<file path="src/hdl/fdim_defines.svh">
// constants of the fieldbus drive input mapper
// assumes inclusion by bare name from the package and the design modules
`ifndef FDIM_DEFINES_SVH
`define FDIM_DEFINES_SVH

`define FDIM_SW_FALSE 8'h00
`define FDIM_SW_DEFAULT 8'hFF
`define FDIM_CMD_STOP 16'h043C
`define FDIM_CMD_RUN 16'h047C
`define FDIM_CMD_FAULT_RESET 16'h04BC
`define FDIM_RUN_FULL_VAL 8'hC8
`define FDIM_RUN_STEP 16'h0064
`define FDIM_REF_FULL 16'h4E20
`define FDIM_AOUT_MAX 16'h2710
`define FDIM_SEL_0_20 8'h8B
`define FDIM_SEL_4_20 8'h8C
`define FDIM_SEL_0_20_TO 8'h8D
`define FDIM_SEL_4_20_TO 8'h8E
`define FDIM_LOOP_CH 2'h3
`define FDIM_DOUT_USED 9
`define FDIM_BIT_BASE_DOUT 0
`define FDIM_BIT_OPT_DOUT 2
`define FDIM_BIT_BASE_RELAY 4
`define FDIM_BIT_OPT_RELAY 6

`endif

</file>
<file path="src/hdl/fdim_pkg.sv">
// types and decode helpers of the fieldbus drive input mapper
// assumes the defines header sits beside it
`include "fdim_defines.svh"
package fdim_pkg;

    typedef enum logic [2:0] {
        FDIM_SW_OFF = 3'h1,
        FDIM_SW_ON = 3'h2,
        FDIM_SW_INVALID = 3'h4
    } fdim_sw_t;

    typedef enum logic [2:0] {
        FDIM_AM_NONE = 3'h1,
        FDIM_AM_HOLD = 3'h2,
        FDIM_AM_FORCE = 3'h4
    } fdim_aout_mode_t;

    function automatic fdim_sw_t fdim_sw_decode(input logic [7:0] st);
        if (st == `FDIM_SW_DEFAULT) begin
            return FDIM_SW_INVALID;
        end else if (st == `FDIM_SW_FALSE) begin
            return FDIM_SW_OFF;
        end
        return FDIM_SW_ON;
    endfunction : fdim_sw_decode

endpackage : fdim_pkg

</file>
<file path="src/hdl/fdim_top.sv">
// fieldbus drive input mapper: input variables to drive commands
// assumes all inputs synchronous to I_REF_CLK; each *_WR is a one-cycle update strobe
`timescale 1ns/10ps
`include "fdim_defines.svh"
module fdim_top #(
    parameter int unsigned DOUT_W = 64
) (
    input wire logic I_REF_CLK,
    input wire logic I_ARST_N,
    input wire logic [7:0] I_RUN_HALT_STATE,
    input wire logic [7:0] I_RUN_HALT_VALUE,
    input wire logic I_RUN_HALT_WR,
    input wire logic [15:0] I_DRIVE_COMMAND_WORD,
    input wire logic I_DRIVE_COMMAND_WORD_WR,
    input wire logic [7:0] I_FAULT_CLEAR_STATE,
    input wire logic I_FAULT_CLEAR_WR,
    input wire logic [15:0] I_PERCENT_SPEED,
    input wire logic I_PERCENT_SPEED_WR,
    input wire logic [15:0] I_HERTZ_SPEED,
    input wire logic I_HERTZ_SPEED_WR,
    input wire logic I_CLOSED_LOOP,
    input wire logic [15:0] I_LOOP_SETPOINT,
    input wire logic [1:0] I_LOOP_SETPOINT_IDX,
    input wire logic I_LOOP_SETPOINT_WR,
    input wire logic [15:0] I_BUS_FEEDBACK,
    input wire logic [1:0] I_BUS_FEEDBACK_IDX,
    input wire logic I_BUS_FEEDBACK_WR,
    input wire logic [DOUT_W-1:0] I_DISCRETE_OUTPUT_VECTOR,
    input wire logic I_DISCRETE_OUTPUT_WR,
    input wire logic [15:0] I_BASE_ANALOG_OUT_VALUE,
    input wire logic I_BASE_ANALOG_OUT_WR,
    input wire logic [7:0] I_BASE_ANALOG_OUT_SEL,
    input wire logic [15:0] I_BASE_ANALOG_TIMEOUT_LVL,
    input wire logic [15:0] I_OPTION_ANALOG_OUT_VALUE,
    input wire logic I_OPTION_ANALOG_OUT_WR,
    input wire logic [7:0] I_OPTION_ANALOG_OUT_SEL,
    input wire logic [15:0] I_OPTION_ANALOG_TIMEOUT_LVL,
    input wire logic I_BUS_TIMEOUT,
    output logic [15:0] O_COMMAND_WORD,
    output logic O_COMMAND_WORD_STB,
    output logic [15:0] O_SPEED_REF,
    output logic O_SPEED_REF_HZ,
    output logic O_SPEED_REF_AS_SETPOINT,
    output logic [15:0] O_LOOP_SETPOINT_0,
    output logic [15:0] O_LOOP_SETPOINT_1,
    output logic [15:0] O_LOOP_SETPOINT_2,
    output logic [15:0] O_BUS_FEEDBACK_0,
    output logic [15:0] O_BUS_FEEDBACK_1,
    output logic [15:0] O_BUS_FEEDBACK_2,
    output logic [1:0] O_BASE_DIGITAL_OUT,
    output logic [1:0] O_OPTION_DIGITAL_OUT,
    output logic [1:0] O_BASE_RELAY,
    output logic [2:0] O_OPTION_RELAY,
    output logic [15:0] O_BASE_ANALOG_LEVEL,
    output logic O_BASE_ANALOG_4_20,
    output logic O_BASE_ANALOG_BUS_CTRL,
    output logic O_BASE_ANALOG_TIMED_OUT,
    output logic [15:0] O_OPTION_ANALOG_LEVEL,
    output logic O_OPTION_ANALOG_4_20,
    output logic O_OPTION_ANALOG_BUS_CTRL,
    output logic O_OPTION_ANALOG_TIMED_OUT
);
    generate
        if (DOUT_W < `FDIM_DOUT_USED) begin : g_bad_dout
            $error("fdim_top: output vector narrower than mapped bits");
        end
    endgenerate

    fdim_pkg::fdim_sw_t run_sw;
    fdim_pkg::fdim_sw_t fault_sw;
    logic fault_go;
    logic [15:0] cmd_q;
    logic cmd_stb_q;
    logic [15:0] ref_q;
    logic ref_hz_q;
    logic ref_sp_q;
    logic [15:0] sp_q [3];
    logic [15:0] fb_q [3];
    logic [1:0] bdout_q;
    logic [1:0] odout_q;
    logic [1:0] brelay_q;
    logic [2:0] orelay_q;

    // run/halt value to reference in 0.005 percent units
    function automatic logic [15:0] run_ref(input logic [7:0] v);
        if (v > `FDIM_RUN_FULL_VAL) begin
            return `FDIM_REF_FULL;
        end
        return 16'({8'h00, v} * `FDIM_RUN_STEP);
    endfunction : run_ref

    // negative percent is cut to zero so direction never reverses
    function automatic logic [15:0] no_reverse(input logic [15:0] p);
        if (p[15]) begin
            return 16'h0000;
        end
        return p;
    endfunction : no_reverse

    assign run_sw = fdim_pkg::fdim_sw_decode(I_RUN_HALT_STATE);
    assign fault_sw = fdim_pkg::fdim_sw_decode(I_FAULT_CLEAR_STATE);
    assign fault_go = I_FAULT_CLEAR_WR && fault_sw == fdim_pkg::FDIM_SW_ON;

    // command word: fault clear, then raw word, then run/halt
    always_ff @(posedge I_REF_CLK or negedge I_ARST_N) begin
        if (!I_ARST_N) begin
            cmd_q <= `FDIM_CMD_STOP;
            cmd_stb_q <= 1'b0;
        end else begin
            cmd_stb_q <= 1'b0;
            if (fault_go) begin
                cmd_q <= `FDIM_CMD_FAULT_RESET;
                cmd_stb_q <= 1'b1;
            end else if (I_DRIVE_COMMAND_WORD_WR) begin
                cmd_q <= I_DRIVE_COMMAND_WORD;
                cmd_stb_q <= 1'b1;
            end else if (I_RUN_HALT_WR) begin
                case (run_sw)
                    fdim_pkg::FDIM_SW_OFF: begin
                        cmd_q <= `FDIM_CMD_STOP;
                        cmd_stb_q <= 1'b1;
                    end
                    fdim_pkg::FDIM_SW_ON: begin
                        cmd_q <= `FDIM_CMD_RUN;
                        cmd_stb_q <= 1'b1;
                    end
                    default: begin
                        cmd_q <= cmd_q;
                    end
                endcase
            end
        end
    end

    // speed reference: last writer wins, one source expected
    always_ff @(posedge I_REF_CLK or negedge I_ARST_N) begin
        if (!I_ARST_N) begin
            ref_q <= 16'h0000;
            ref_hz_q <= 1'b0;
        end else if (I_PERCENT_SPEED_WR) begin
            ref_q <= no_reverse(I_PERCENT_SPEED);
            ref_hz_q <= 1'b0;
        end else if (I_HERTZ_SPEED_WR) begin
            ref_q <= I_HERTZ_SPEED;
            ref_hz_q <= 1'b1;
        end else if (I_RUN_HALT_WR && run_sw == fdim_pkg::FDIM_SW_ON) begin
            ref_q <= run_ref(I_RUN_HALT_VALUE);
            ref_hz_q <= 1'b0;
        end
    end

    always_ff @(posedge I_REF_CLK or negedge I_ARST_N) begin
        if (!I_ARST_N) begin
            ref_sp_q <= 1'b0;
        end else begin
            ref_sp_q <= I_CLOSED_LOOP;
        end
    end

    // closed-loop setpoints and feedbacks, index 3 ignored
    always_ff @(posedge I_REF_CLK or negedge I_ARST_N) begin
        if (!I_ARST_N) begin
            sp_q <= '{default: 16'h0000};
        end else if (I_LOOP_SETPOINT_WR && I_LOOP_SETPOINT_IDX != `FDIM_LOOP_CH) begin
            sp_q[I_LOOP_SETPOINT_IDX] <= I_LOOP_SETPOINT;
        end
    end

    always_ff @(posedge I_REF_CLK or negedge I_ARST_N) begin
        if (!I_ARST_N) begin
            fb_q <= '{default: 16'h0000};
        end else if (I_BUS_FEEDBACK_WR && I_BUS_FEEDBACK_IDX != `FDIM_LOOP_CH) begin
            fb_q[I_BUS_FEEDBACK_IDX] <= I_BUS_FEEDBACK;
        end
    end

    // discrete outputs; reserved bits are dropped
    always_ff @(posedge I_REF_CLK or negedge I_ARST_N) begin
        if (!I_ARST_N) begin
            bdout_q <= 2'h0;
            odout_q <= 2'h0;
            brelay_q <= 2'h0;
            orelay_q <= 3'h0;
        end else if (I_DISCRETE_OUTPUT_WR) begin
            bdout_q <= I_DISCRETE_OUTPUT_VECTOR[`FDIM_BIT_BASE_DOUT +: 2];
            odout_q <= I_DISCRETE_OUTPUT_VECTOR[`FDIM_BIT_OPT_DOUT +: 2];
            brelay_q <= I_DISCRETE_OUTPUT_VECTOR[`FDIM_BIT_BASE_RELAY +: 2];
            orelay_q <= I_DISCRETE_OUTPUT_VECTOR[`FDIM_BIT_OPT_RELAY +: 3];
        end
    end

    fdim_aout #(.W(16)) u_base_aout (
        .i_clk(I_REF_CLK),
        .i_arst_n(I_ARST_N),
        .i_value(I_BASE_ANALOG_OUT_VALUE),
        .i_value_wr(I_BASE_ANALOG_OUT_WR),
        .i_sel(I_BASE_ANALOG_OUT_SEL),
        .i_timeout_lvl(I_BASE_ANALOG_TIMEOUT_LVL),
        .i_bus_timeout(I_BUS_TIMEOUT),
        .o_level(O_BASE_ANALOG_LEVEL),
        .o_range_4_20(O_BASE_ANALOG_4_20),
        .o_bus_ctrl(O_BASE_ANALOG_BUS_CTRL),
        .o_timed_out(O_BASE_ANALOG_TIMED_OUT)
    );

    fdim_aout #(.W(16)) u_option_aout (
        .i_clk(I_REF_CLK),
        .i_arst_n(I_ARST_N),
        .i_value(I_OPTION_ANALOG_OUT_VALUE),
        .i_value_wr(I_OPTION_ANALOG_OUT_WR),
        .i_sel(I_OPTION_ANALOG_OUT_SEL),
        .i_timeout_lvl(I_OPTION_ANALOG_TIMEOUT_LVL),
        .i_bus_timeout(I_BUS_TIMEOUT),
        .o_level(O_OPTION_ANALOG_LEVEL),
        .o_range_4_20(O_OPTION_ANALOG_4_20),
        .o_bus_ctrl(O_OPTION_ANALOG_BUS_CTRL),
        .o_timed_out(O_OPTION_ANALOG_TIMED_OUT)
    );

    assign O_COMMAND_WORD = cmd_q;
    assign O_COMMAND_WORD_STB = cmd_stb_q;
    assign O_SPEED_REF = ref_q;
    assign O_SPEED_REF_HZ = ref_hz_q;
    assign O_SPEED_REF_AS_SETPOINT = ref_sp_q;
    assign O_LOOP_SETPOINT_0 = sp_q[0];
    assign O_LOOP_SETPOINT_1 = sp_q[1];
    assign O_LOOP_SETPOINT_2 = sp_q[2];
    assign O_BUS_FEEDBACK_0 = fb_q[0];
    assign O_BUS_FEEDBACK_1 = fb_q[1];
    assign O_BUS_FEEDBACK_2 = fb_q[2];
    assign O_BASE_DIGITAL_OUT = bdout_q;
    assign O_OPTION_DIGITAL_OUT = odout_q;
    assign O_BASE_RELAY = brelay_q;
    assign O_OPTION_RELAY = orelay_q;
endmodule : fdim_top

</file>
<file path="src/hdl/fdim_aout.sv">
// one bus-controlled analog output channel with timeout handling
// assumes the bus timeout is a single-cycle pulse on the same clock
`timescale 1ns/10ps
`include "fdim_defines.svh"
module fdim_aout #(
    parameter int unsigned W = 16
) (
    input wire logic i_clk,
    input wire logic i_arst_n,
    input wire logic [W-1:0] i_value,
    input wire logic i_value_wr,
    input wire logic [7:0] i_sel,
    input wire logic [W-1:0] i_timeout_lvl,
    input wire logic i_bus_timeout,
    output logic [W-1:0] o_level,
    output logic o_range_4_20,
    output logic o_bus_ctrl,
    output logic o_timed_out
);
    generate
        if (W < 14) begin : g_bad_w
            $error("fdim_aout: width too small for full scale");
        end
    endgenerate

    fdim_pkg::fdim_aout_mode_t mode;
    logic [W-1:0] level_q;
    logic range_q;
    logic ctrl_q;
    logic to_q;

    function automatic logic [W-1:0] clamp_lvl(input logic [W-1:0] v);
        if (v > W'(`FDIM_AOUT_MAX)) begin
            return W'(`FDIM_AOUT_MAX);
        end
        return v;
    endfunction : clamp_lvl

    always_comb begin
        case (i_sel)
            `FDIM_SEL_0_20, `FDIM_SEL_4_20: mode = fdim_pkg::FDIM_AM_HOLD;
            `FDIM_SEL_0_20_TO, `FDIM_SEL_4_20_TO: mode = fdim_pkg::FDIM_AM_FORCE;
            default: mode = fdim_pkg::FDIM_AM_NONE;
        endcase
    end

    // in the timeout-forcing selections a timeout wins over a write in the same cycle; in hold selections the write is taken
    always_ff @(posedge i_clk or negedge i_arst_n) begin
        if (!i_arst_n) begin
            level_q <= '0;
            to_q <= 1'b0;
        end else if (i_bus_timeout && mode == fdim_pkg::FDIM_AM_FORCE) begin
            level_q <= clamp_lvl(i_timeout_lvl);
            to_q <= 1'b1;
        end else if (i_value_wr && mode != fdim_pkg::FDIM_AM_NONE) begin
            level_q <= clamp_lvl(i_value);
            to_q <= 1'b0;
        end
    end

    always_ff @(posedge i_clk or negedge i_arst_n) begin
        if (!i_arst_n) begin
            range_q <= 1'b0;
            ctrl_q <= 1'b0;
        end else begin
            range_q <= (i_sel == `FDIM_SEL_4_20) || (i_sel == `FDIM_SEL_4_20_TO);
            ctrl_q <= (mode != fdim_pkg::FDIM_AM_NONE);
        end
    end

    assign o_level = level_q;
    assign o_range_4_20 = range_q;
    assign o_bus_ctrl = ctrl_q;
    assign o_timed_out = to_q;
endmodule : fdim_aout

</file>
<file path="config.mk">
export PLATFORM = sky130hd
export DESIGN_NAME = fdim_top
export DESIGN_NICKNAME = d
export VERILOG_FILES = /design/src/hdl/fdim_pkg.sv /design/src/hdl/fdim_top.sv /design/src/hdl/fdim_aout.sv
export VERILOG_INCLUDE_DIRS = /design/src /design/src/hdl
export SDC_FILE = /design/constraint.sdc
export NUM_CORES = 1
export LEC_CHECK = 0
export BUFFER_PORTS_ARGS = -buffer_cell sky130_fd_sc_hd__buf_2
export CAP_MARGIN = 20
export CORE_AREA = 2 2 172 174
export CTS_BUF_LIST = sky130_fd_sc_hd__clkbuf_4 sky130_fd_sc_hd__clkbuf_8
export CTS_CLUSTER_SIZE = 24
export DETAILED_ROUTE_END_ITERATION = 6
export DIE_AREA = 0 0 174 176
export GPL_TIMING_DRIVEN = 0
export PLACE_DENSITY = 0.64
export SETUP_SLACK_MARGIN = 0.1
export SKIP_CTS_REPAIR_TIMING = 1
export SYNTH_ARGS = -nofsm -noshare
export SYNTH_HDL_FRONTEND = slang
export SYNTH_HIERARCHICAL = 1
export SYNTH_SLANG_ARGS = --single-unit
export TNS_END_PERCENT = 30
</file>
<file path="constraint.sdc">
create_clock -name I_REF_CLK -period 0.8 [get_ports I_REF_CLK]
set_input_delay 0.24 -clock I_REF_CLK [delete_from_list [all_inputs] [get_ports I_REF_CLK]]
set_output_delay 0.24 -clock I_REF_CLK [all_outputs]
set_load 0.05 [all_outputs]
</file>
==> reports/qor.log, run 1 <==
qor: global_routing.global_route.usage.total 16.7%
qor: routing.detail_route.wl_per_cell 17.9 um
qor: timing.final.setup_skew 0 ps
qor: setup_path.cp_data_required_time 1150 ps
qor: cells_and_area.sequential_cell_area 4460 um2
qor: timing.final.period_utilization 273%
qor: synthesis.async_flop_share 100%
qor: timing.fin_tns_setup -125200 ps
qor: floorplanning.initial_utilization 29.9%
qor: global_routing.maximum_number_of_pins_on_one_net_before_global_route_repair 104
qor: floorplanning.floorplan.die.width 174 um
qor: synthesis.netlist_instances 698
qor: timing.fin_crit 2190 ps
qor: clock_network.cts_made_buffers 17
qor: cells_and_area.final_layout_size_suffix_gt1_share 56.5%
qor: global_routing.number_of_antenna_violations_at_the_first_check_in_global_routing 0
qor: floorplanning.floorplan.io_pins 444
qor: power.fin_total_pwr 29.6 mW
qor: status.violations negative hold slack, negative setup slack
qor: synthesis.synth-seq-area-share 52.3%
qor: floorplanning.placeableCoreArea 28500 um2
qor: global_routing.globalRoute.totalOverflow 0
qor: job.max_cap_check_violation_count 0
qor: timing.rsz0062_at_grt yes
qor: clock_network.ctsHtreeMaxLevel 4
qor: floorplanning.std_cell_rows 62
qor: synthesis.synth_top_cells_by_area sky130_fd_sc_hd__dfrtp_1 51%, sky130_fd_sc_hd__mux2_2 14%, sky130_fd_sc_hd__ha_1 5.0%
qor: setup_path.cp.arrival 2530 ps
qor: synthesis.mappedNetlistArea 8530 um2
qor: cells_and_area.area_of_combinational_cells_with_multiple_inputs 4210 um2
qor: timing.timing_worst_slew_pin_value 662 ps
qor: clock_network.source_to_sink_clock_delay_at_the_later_pin_of_the_worst_skew_pair 450 ps
qor: routing.route.detailed.drc 0
qor: timing.fin_ws -1390 ps
qor: routing.detail_route.iter0.violations 476
qor: cells_and_area.stdcell_count 1543
qor: routing.drt-total-wl 27500 um
qor: setup_path.crit_type input port to flip-flop
qor: clock_network.cts_max_path_buffers 2
qor: timing.setup_violators_final 326
qor: synthesis.synth_edf_count 0
qor: hold_path.hold_class input port to asynchronous set/reset pin
qor: timing.headroom_to_the_max_slew_limit 55.7%
qor: synthesis.syn_avg_cell_area 12.2 um2
qor: timing.fmaxAchievable 457 MHz
qor: setup_path.crit_path_start_kind input port
qor: place.detailed_place_hpwl 20100 um
qor: routing.drt_pre_antenna_iters 7
qor: cells_and_area.fillCellCount 2615
qor: cells_and_area.area.growth.synth_to_final 59.5%
qor: place.dp_slack -2060 ps
qor: setup_path.critical_path.endpoint_type flip-flop
qor: synthesis.yosysWarningCount 6
qor: power.static-leakage-power 6.41 nW
qor: global_routing.grt_first_pass_wirelength 40300 um
qor: power.vdd_ir_drop_max 0.00117 V
qor: synthesis.synthFlopType sky130_fd_sc_hd__dfrtp_1
qor: place.final_estimated_routing_congestion_in_global_placement 0.860
qor: synthesis.synthDistinctLibCells 56
qor: clock_network.root_buffer sky130_fd_sc_hd__clkbuf_8
qor: setup_path.r2r_setup_slack -140 ps
qor: timing.report.final.hold_viol_count 70
qor: clock_network.clkSlewWorstSetupHoldPaths 110 ps
qor: setup_path.critical_path_peak_fanout 4
qor: clock_network.tritoncts yes
qor: timing.maxSlewViolCount 0
qor: routing.drt.antenna.violating_nets 0
qor: cells_and_area.nets 1449
qor: place.numPortBuffers 386
qor: synthesis.synth-seq-cells 178
qor: floorplanning.die_h 176 um
qor: power.power-per-cell-area 2170 nW/um2
qor: place.numPlacedInstances 1469
qor: cells_and_area.antenna_diodes 0
qor: routing.detail_route.vias_per_cell 4.83
qor: global_routing.via_count_of_the_first_global_routing_pass 7393
qor: synthesis.yosys.area.top_type sky130_fd_sc_hd__dfrtp_1
qor: clock_network.sink_count 178
qor: status.status finished with violations
qor: synthesis.share_of_yosys_cell_area_claimed_by_the_top_area_cell_type 50.7%
qor: timing.final_hold_slack -295 ps
qor: synthesis.postSynthNetCount 1001
qor: floorplanning.die_area 30600 um2
qor: routing.detailroute.via_count 7451
[through the flow]
step                instance area, um2  utilization, %
floorplan                         8960               -
global placement                 11400            39.8
detailed placement               11400            40.0
CTS                              11800            41.3
global route                     13600            47.7
finish                           13600            47.7
[cells in the mapped netlist, drive strengths merged (15+ instances only)]
cell type  instances
a221o             16
nand2             26
and2              21
buf               18
ha                34
nor2              21
o21ai             20
inv               50
nand4             15
mux2             105
a222oi            19
nand3b            17
dfrtp            173
a21oi             32
[routing by layer]
| metal | wire length, um | GRT usage (%) | share of wire (%) |
|---|---|---|---|
| met2 | 14900 | 30.3 | 54 |
| met3 | 1780 | 4.93 | 6.5 |
| met1 | 10400 | 19.5 | 38 |
| met5 | 0 | 0 | 0 |
| met4 | 412 | 3.82 | 1.5 |
[cell families (layout without fill, tap and decap cells)]
logic type / Yosys count / count (layout) / share of synthesized area, %
multiplexers: 105 / 105 / 13.9
flip-flops: 178 / 178 / 52.3
AND/OR/NAND/NOR: 158 / 158 / 11.0
buffers and inverters: 75 / 536 / 3.99
XOR/XNOR: 8 / 8 / 0.821
AO/OA/AOI/OAI: 137 / 137 / 12.3
adder cells (fa/ha/maj): 37 / 37 / 5.69
[registers in the layout, summed over array words and instances, names as in the netlist, 2 cells and up]
register	flops
O_OPTION_DIGITAL_OUT	2
O_LOOP_SETPOINT_1	16
O_BUS_FEEDBACK_0	16
O_COMMAND_WORD	16
O_LOOP_SETPOINT_2	16
O_LOOP_SETPOINT_0	16
u_base_aout/o_level	16
u_option_aout/o_level	16
O_BASE_RELAY	2
O_BUS_FEEDBACK_1	16
O_SPEED_REF	16
O_OPTION_RELAY	3
O_BASE_DIGITAL_OUT	2
O_BUS_FEEDBACK_2	16
[final cells by class]
type / instances / share of cell area (%)
sequential: 178 / 32.8
multi-input combinational: 445 / 30.9
timing repair buffer: 429 / 26.7
tap: 384 / 3.53
clock buffer: 18 / 1.77
buffer: 25 / 1.77
inverter: 50 / 1.49
clock inverter: 14 / 1.02
[final timing paths]
| path | from | to | cells past startpoint |
|---|---|---|---|
| worst max register to register | u_option_aout/o_level[6] | u_option_aout/o_level[6] | 2 |
| max in group asynchronous | I_ARST_N | O_LOOP_SETPOINT_0[14] | 2 |
| worst min register to register | O_SPEED_REF_HZ | O_SPEED_REF_HZ | 1 |
| min in group I_REF_CLK | I_BASE_ANALOG_OUT_VALUE[8] | u_base_aout/o_level[8] | 3 |
| worst max-delay path | I_RUN_HALT_VALUE[2] | O_SPEED_REF[12] | 12 |
| worst min-delay path | I_ARST_N | O_COMMAND_WORD[7] | 1 |
[placed cells by master (no fill, tap or decap), drive strengths merged, types with 5 or more instances in the layout]
cell type / instances
a211o: 5
a211oi: 8
a21boi: 5
a21oi: 32
a221o: 16
a222oi: 19
and2: 21
buf: 434
clkbuf: 27
dfrtp: 173
dfstp: 5
dlygate4sd3: 11
ha: 34
inv: 59
mux2: 105
nand2: 26
nand3: 8
nand3b: 17
nand4: 15
nor2: 21
nor2b: 7
nor3: 12
nor4: 14
o21a: 5
o21ai: 20
or3: 5
xor2: 6
[critical path, cell delays in order]
cell	delay, ps
sky130_fd_sc_hd__buf_12	100
sky130_fd_sc_hd__inv_8	30
sky130_fd_sc_hd__ha_4	240
sky130_fd_sc_hd__inv_2	40
sky130_fd_sc_hd__ha_4	260
sky130_fd_sc_hd__fa_1	440
sky130_fd_sc_hd__ha_4	280
sky130_fd_sc_hd__a21oi_4	150
sky130_fd_sc_hd__o2111ai_2	150
sky130_fd_sc_hd__xor2_1	200
sky130_fd_sc_hd__a222oi_1	300
sky130_fd_sc_hd__a21oi_1	110
[where the power goes]
| part | internal, mW | leakage [nW] | switching (mW) |
|---|---|---|---|
| Clock | 2.60 | 0.193 | 3.66 |
| Combinational | 5.03 | 4.07 | 7.14 |
| Sequential | 10.2 | 2.15 | 0.911 |
No activity file was read; power rests on OpenSTA's default activity.
==> run 2: changes to the inputs <==
--- a/config.mk
+++ b/config.mk
@@ -14,7 +14,7 @@
 export DETAILED_ROUTE_END_ITERATION = 6
 export DIE_AREA = 0 0 174 176
 export GPL_TIMING_DRIVEN = 0
-export PLACE_DENSITY = 0.64
+export PLACE_DENSITY = 0.61
 export SETUP_SLACK_MARGIN = 0.1
 export SKIP_CTS_REPAIR_TIMING = 1
 export SYNTH_ARGS = -nofsm -noshare
==> constraint.sdc (replaced) <==
create_clock -name I_REF_CLK -period 2.8 [get_ports I_REF_CLK]
set_input_delay 0.84 -clock I_REF_CLK [delete_from_list [all_inputs] [get_ports I_REF_CLK]]
set_output_delay 0.84 -clock I_REF_CLK [all_outputs]
set_load 0.05 [all_outputs]
==> run 2 against run 1 <==
  * The flow finishes with violations (negative setup slack)
  * Total power decreased by 74%
  * Non-clock buffer count decreased by 41
  * First-iteration DRC count decreased by 28%
  * Final cell count decreased by 2.7%
  * Flip-flop and latch count unchanged
  * Clock skew unchanged
==> reports/qor.log, run 2 (synthesis gave the netlist of run 1 again) <==
qor: status.status finished with violations
qor: status.violations negative setup slack
qor: timing.fin_crit 2950 ps
qor: setup_path.critical_path_peak_fanout 4 [unchanged]
qor: routing.drt-total-wl 25800 um [-6.4%]
qor: clock_network.ctsHtreeMaxLevel 4 [unchanged]
qor: hold_path.hold_class input port to asynchronous set/reset pin
qor: timing.final.period_utilization 105%
qor: cells_and_area.nets 1408 [-2.8%]
qor: power.total_switching_power 3.20 mW [-73%]
qor: floorplanning.die_area 30600 um2 [unchanged]
qor: global_routing.via_count_of_the_first_global_routing_pass 7385 [-0.11%]
qor: timing.headroom_to_the_max_slew_limit 28.7% [-27 points]
qor: timing.report.final.hold_viol_count 0 [-100%]
qor: floorplanning.initial_utilization 29.9% [unchanged]
qor: global_routing.maximum_number_of_pins_on_one_net_before_global_route_repair 98 [-5.8%]
qor: setup_path.crit_path_start_kind input port
qor: power.power.switching_fraction 41.9% [+2.3 points]
qor: floorplanning.floorplan.io_pins 444 [unchanged]
qor: power.internal-power 4.44 mW [-75%]
qor: clock_network.root_buffer sky130_fd_sc_hd__clkbuf_8
qor: clock_network.cts_max_path_buffers 2 [unchanged]
qor: timing.timing_worst_slew_pin_value 1060 ps [+398 ps]
qor: power.vdd_ir_drop_max 0.000273 V [-77%]
qor: clock_network.clkSlewWorstSetupHoldPaths 110 ps [about the same]
qor: routing.detailroute.via_count 7284 [-2.2%]
qor: cells_and_area.most_frequent_standard_cell_in_the_layout_excluding_fill_and_tap_cells sky130_fd_sc_hd__buf_2
qor: power.clock_power_share 22.9% [+1.7 points]
qor: global_routing.grt_first_pass_wirelength 40200 um [-0.38%]
qor: power.static-leakage-power 5.69 nW [-11%]
qor: place.detailed_place_hpwl 20100 um [-0.11%]
qor: setup_path.crit_type input port to flip-flop
qor: floorplanning.floorplan.die.width 174 um [unchanged]
qor: timing.maxSlewViolCount 0 [unchanged]
qor: place.final_estimated_routing_congestion_in_global_placement 0.915 [+6.4%]
qor: global_routing.number_of_antenna_violations_at_the_first_check_in_global_routing 0 [unchanged]
qor: timing.rsz0062_at_grt yes
qor: floorplanning.std_cell_rows 62 [unchanged]
qor: routing.drt.antenna.violating_nets 0 [unchanged]
qor: cells_and_area.fillCellCount 2859 [+9.3%]
qor: setup_path.cp_data_required_time 3130 ps [+1980 ps]
qor: place.numPortBuffers 386 [unchanged]
qor: power.power.sequential.fraction 40.3% [+2.6 points]
qor: floorplanning.placeableCoreArea 28500 um2 [unchanged]
qor: timing.fin_ws -147 ps [+1240 ps]
qor: timing.fin_tns_setup -185 ps [+125020 ps]
qor: place.dp_area 11000 um2 [-3.2%]
qor: power.power-per-cell-area 659 nW/um2 [-70%]
qor: clock_network.cts_made_buffers 17 [unchanged]
qor: routing.drt_pre_antenna_iters 7 [unchanged]
qor: cells_and_area.final_layout_size_suffix_gt1_share 53.2% [-3.3 points]
qor: clock_network.sink_count 178 [unchanged]
qor: timing.fmaxAchievable 339 MHz
qor: timing.setup_violators_final 2 [-99%]
qor: cells_and_area.final_cell_area 11600 um2 [-15%]
qor: routing.route.detailed.drc 0 [unchanged]
qor: floorplanning.die_h 176 um [unchanged]
qor: global_routing.globalRoute.totalOverflow 0 [unchanged]
qor: global_routing.global_route.usage.total 16.6% [-0.16 points]
qor: setup_path.cp.arrival 3280 ps [+750 ps]
qor: cells_and_area.antenna_diodes 0 [unchanged]
qor: cells_and_area.final_cell_mix 390 x sky130_fd_sc_hd__buf_2, 173 x sky130_fd_sc_hd__dfrtp_1, 105 x sky130_fd_sc_hd__mux2_2
qor: routing.detail_route.vias_per_cell 4.85 [+0.43%]
qor: clock_network.tritoncts yes
qor: setup_path.critical_path.endpoint_type flip-flop
qor: timing.final.setup_skew 0 ps [unchanged]
qor: routing.detail_route.iter0.violations 344 [-28%]
qor: job.max_cap_check_violation_count 0 [unchanged]
qor: power.pwr-share-comb 36.8% [-4.3 points]
qor: clock_network.source_to_sink_clock_delay_at_the_later_pin_of_the_worst_skew_pair 440 ps [about the same]
qor: routing.detail_route.wl_per_cell 17.2 um [-3.8%]
qor: cells_and_area.area.growth.synth_to_final 35.9%
run 2: cell count changes in the layout (fill, tap and decap cells not counted), moves of 6 or more:
cell,previous run,this run
sky130_fd_sc_hd__buf_2,180,390
sky130_fd_sc_hd__buf_4,32,1
sky130_fd_sc_hd__buf_6,210,7
sky130_fd_sc_hd__buf_8,9,2
sky130_fd_sc_hd__dlygate4sd3_1,11,0
sky130_fd_sc_hd__inv_1,40,46
sky130_fd_sc_hd__mux2_2,85,105
sky130_fd_sc_hd__mux2_4,20,0
sky130_fd_sc_hd__o21ai_0,12,18
run 2: routing by layer:
metal | track usage [%] | vias up | wire length, um
met2 | 29.2 | 313 | 13000
met1 | 20.0 | 3547 | 10500
met3 | 4.13 | 28 | 1830
li1 | - | 3396 | -
met4 | 4.87 | 0 | 482
met5 | 0 | - | 0
run 2: cell type report:
class	instances	area (um2)	area share, %
Sequential cell	178	4460	38.5
Buffer	25	153	1.32
Inverter	50	190	1.64
Timing Repair Buffer	388	2000	17.3
Multi-Input combinational cell	445	3920	33.8
Tap cell	384	480	4.14
Clock inverter	14	143	1.23
Clock buffer	18	248	2.14
run 2: power by group through the flow:
stage                     registers, mW  clock network (mW)  logic, mW
after floorplan                    4.38                   0      0.653
after global placement             3.12                   0       2.73
after detailed placement           3.13                   0       2.76
after CTS                          3.08                1.85       2.76
after global routing               3.13                1.94       2.97
final                              3.08                1.75       2.81
run 2: final timing paths:
kind	from	end	slack, ps	cells past startpoint
min in group I_REF_CLK	O_SPEED_REF_HZ	O_SPEED_REF_HZ	490	1
max reg2reg	u_option_aout/o_level[11]	u_option_aout/o_level[11]	1900	2
min	I_ARST_N	O_LOOP_SETPOINT_0[5]	340	1
max in group asynchronous	I_ARST_N	u_option_aout/o_level[4]	1530	2
min reg2reg	O_SPEED_REF_HZ	O_SPEED_REF_HZ	490	1
max	I_RUN_HALT_VALUE[2]	O_SPEED_REF[12]	-150	12
run 2: worst max-delay path, stage by stage:
cell,delay [ps]
sky130_fd_sc_hd__buf_8,90
sky130_fd_sc_hd__inv_4,30
sky130_fd_sc_hd__ha_4,250
sky130_fd_sc_hd__inv_2,40
sky130_fd_sc_hd__ha_4,260
sky130_fd_sc_hd__fa_1,450
sky130_fd_sc_hd__ha_4,290
sky130_fd_sc_hd__a21oi_4,150
sky130_fd_sc_hd__o2111ai_2,150
sky130_fd_sc_hd__xor2_1,180
sky130_fd_sc_hd__a222oi_1,420
sky130_fd_sc_hd__a21oi_1,130
run 2: metrics by stage:
step	total power, mW	hold slack (ps)	setup slack (ps)	util [%]	std cells
after floorplan	5.04	544	-313	-	698
after global placement	5.85	457	-2070	38.5	1468
after detailed placement	5.89	462	-752	38.7	1469
after CTS	7.69	331	-236	40.0	1501
after global routing	8.04	342	-196	40.6	1502
final	7.64	341	-147	40.6	1502
==> run 3: changes to the inputs <==
--- a/config.mk
+++ b/config.mk
@@ -14,7 +14,9 @@
 export DETAILED_ROUTE_END_ITERATION = 6
 export DIE_AREA = 0 0 174 176
 export GPL_TIMING_DRIVEN = 0
+export HOLD_SLACK_MARGIN = 0.02
 export PLACE_DENSITY = 0.61
+export RECOVER_POWER = 25
 export SETUP_SLACK_MARGIN = 0.1
 export SKIP_CTS_REPAIR_TIMING = 1
 export SYNTH_ARGS = -nofsm -noshare
==> run 3 against run 2 <==
  * The flow finishes with violations (max-capacitance violations, max-slew violations, negative setup slack)
  * Hold slack improved by 150 ps
  * Cell area decreased by 0.33%
  * Register-to-register slack about the same
  * Final cell count is the same
  * Via count about the same
  * Fmax increased by 0.10%
  * Combinational power hardly changed
  * Non-clock buffer count stayed put
  * Critical path type unchanged
  * Largest cell class unchanged
==> reports/qor.log, run 3 (synthesis gave the netlist of run 1 again) <==
qor: cells_and_area.nets 1408 [unchanged]
qor: timing.setup_violators_final 2 [unchanged]
qor: cells_and_area.fillCellCount 2866 [+0.24%]
qor: setup_path.r2r_setup_slack 1890 ps [about the same]
qor: power.vdd_ir_drop_max 0.000272 V [about the same]
qor: power.fin_total_pwr 7.64 mW [about the same]
qor: place.dp_area 11000 um2 [unchanged]
qor: clock_network.source_to_sink_clock_delay_at_the_later_pin_of_the_worst_skew_pair 440 ps [about the same]
qor: global_routing.globalRoute.totalOverflow 0 [unchanged]
qor: hold_path.timing.hold.worst_endpoint O_SPEED_REF_HZ
qor: routing.detail_route.vias_per_cell 4.85 [about the same]
qor: cells_and_area.final_cell_mix 389 x sky130_fd_sc_hd__buf_2, 173 x sky130_fd_sc_hd__dfrtp_1, 105 x sky130_fd_sc_hd__mux2_2
qor: floorplanning.initial_utilization 29.9% [unchanged]
qor: power.static-leakage-power 5.67 nW [-0.23%]
qor: floorplanning.floorplan.die.width 174 um [unchanged]
qor: floorplanning.die_area 30600 um2 [unchanged]
qor: clock_network.clkSlewWorstSetupHoldPaths 110 ps [about the same]
qor: hold_path.min_delay_path_depth 1
qor: clock_network.cts_max_path_buffers 2 [unchanged]
qor: timing.maxSlewViolCount 82 [+82]
qor: global_routing.global_route.usage.total 16.6% [unchanged]
qor: clock_network.sink_count 178 [unchanged]
qor: cells_and_area.final_layout_size_suffix_gt1_share 52.8% [-0.45 points]
qor: status.status finished with violations
qor: floorplanning.floorplan.io_pins 444 [unchanged]
qor: setup_path.crit_path_start_kind input port
qor: setup_path.reg2reg_from u_option_aout/o_level[11]
qor: timing.report.final.hold_viol_count 0 [unchanged]
qor: timing.fin_ws -144 ps [+3.04 ps]
qor: cells_and_area.final_cell_area 11600 um2 [-0.33%]
qor: setup_path.cp_data_required_time 3130 ps [about the same]
qor: job.max_cap_check_violation_count 1 [+1]
qor: global_routing.grt_first_pass_wirelength 40200 um [unchanged]
qor: timing.final.period_utilization 105% [-0.11 points]
qor: timing.fmaxAchievable 340 MHz [+0.10%]
qor: timing.fin_crit 2940 ps [-3.04 ps]
qor: floorplanning.std_cell_rows 62 [unchanged]
qor: routing.detailroute.via_count 7280 [-0.055%]
qor: timing.final.setup_skew 0 ps [unchanged]
qor: clock_network.ctsHtreeMaxLevel 4 [unchanged]
qor: cells_and_area.area.growth.synth_to_final 35.5%
qor: hold_path.hold_class flip-flop to flip-flop
qor: place.numPortBuffers 386 [unchanged]
qor: place.detailed_place_hpwl 20100 um [unchanged]
qor: status.violations max-capacitance violations, max-slew violations, negative setup slack
qor: cells_and_area.most_frequent_standard_cell_in_the_layout_excluding_fill_and_tap_cells sky130_fd_sc_hd__buf_2
qor: routing.drt_pre_antenna_iters 5 [-2]
qor: setup_path.crit_type input port to flip-flop
qor: setup_path.reg2regPathDepth 2 [unchanged]
qor: routing.drt-total-wl 25800 um [about the same]
qor: timing.timing_worst_slew_pin_value 2100 ps [+1050 ps]
qor: global_routing.maximum_number_of_pins_on_one_net_before_global_route_repair 98 [unchanged]
qor: clock_network.tritoncts yes
qor: clock_network.cts_made_buffers 17 [unchanged]
qor: routing.detail_route.iter0.violations 367 [+6.7%]
qor: routing.drt.antenna.violating_nets 0 [unchanged]
qor: clock_network.root_buffer sky130_fd_sc_hd__clkbuf_8
qor: floorplanning.placeableCoreArea 28500 um2 [unchanged]
qor: power.power-per-cell-area 661 nW/um2 [+0.30%]
qor: global_routing.via_count_of_the_first_global_routing_pass 7385 [unchanged]
qor: timing.rsz0062_at_grt yes
qor: setup_path.critical_path.endpoint_type flip-flop
qor: timing.headroom_to_the_max_slew_limit -40.3% [-69 points]
qor: setup_path.critical_path_peak_fanout 4 [unchanged]
qor: floorplanning.die_h 176 um [unchanged]
qor: cells_and_area.antenna_diodes 0 [unchanged]
qor: setup_path.cp.arrival 3280 ps [about the same]
qor: hold_path.hold_path_startpoint O_SPEED_REF_HZ
qor: setup_path.destination_of_the_worst_register_to_register_timing_path u_option_aout/o_level[11]
qor: routing.detail_route.wl_per_cell 17.2 um [about the same]
qor: routing.route.detailed.drc 0 [unchanged]
qor: place.final_estimated_routing_congestion_in_global_placement 0.915 [unchanged]
qor: global_routing.number_of_antenna_violations_at_the_first_check_in_global_routing 0 [unchanged]
run 3: cell types whose count changed in the layout (fill, tap and decap cells not counted), sizes merged:
cell	change
buf	-2
clkbuf	+2
run 3: worst max path at each step:
| stage | from | end | slack [ps] | cells after the start |
|---|---|---|---|---|
| global placement | I_ARST_N | u_option_aout/o_level[15] | -2070 | 1 |
| CTS | I_RUN_HALT_VALUE[2] | O_SPEED_REF[12] | -240 | 12 |
| detailed placement | I_RUN_HALT_VALUE[2] | O_SPEED_REF[12] | -750 | 12 |
| global route | I_RUN_HALT_VALUE[2] | O_SPEED_REF[12] | -200 | 12 |
| floorplan | I_RUN_HALT_VALUE[3] | O_SPEED_REF[13] | -310 | 10 |
| finish | I_RUN_HALT_VALUE[2] | O_SPEED_REF[12] | -140 | 12 |
run 3: area by class of cell:
cell class              count  area (um2)  area share (%)
multi-input cells         445        3900            33.7
repair buffers            388        1980            17.2
flip-flops and latches    178        4460            38.6
inverters                  50         190            1.65
clock inverters            14         143            1.23
plain buffers              25         153            1.32
clock buffers              18         248            2.14
well taps                 384         480            4.16
run 3: metal layers:
metal	track usage (%)	part of all wire, %
met2	29.2	50
met1	20.0	41
met4	4.87	1.9
met5	0	0
met3	4.13	6.8
run 3: stage by stage:
stage,TNS [ps],hold WS [ps],cells,utilization [%],setup WS (ps)
after floorplan,-1090,544,698,-,-313
after global placement,-362140,457,1468,38.5,-2070
after detailed placement,-3760,462,1469,38.7,-752
after CTS,-400,331,1501,40.0,-236
after global routing,-249,453,1502,40.5,-196
final,-187,491,1502,40.5,-144
run 3: where the power goes:
part	total, mW	internal, mW	switching [mW]	leakage (nW)
registers	3.08	2.92	0.159	2.15
clock network	1.75	0.687	1.06	0.194
logic	2.81	0.830	1.98	3.33
run 3: worst max-delay path: stages:
cell and delay, ps:
sky130_fd_sc_hd__buf_8 90, sky130_fd_sc_hd__inv_4 30, sky130_fd_sc_hd__ha_4 250, sky130_fd_sc_hd__inv_2 40, sky130_fd_sc_hd__ha_4 260, sky130_fd_sc_hd__fa_1 450, sky130_fd_sc_hd__ha_4 290, sky130_fd_sc_hd__a21oi_4 150
sky130_fd_sc_hd__o2111ai_2 150, sky130_fd_sc_hd__xor2_1 180, sky130_fd_sc_hd__a222oi_1 420, sky130_fd_sc_hd__a21oi_1 130
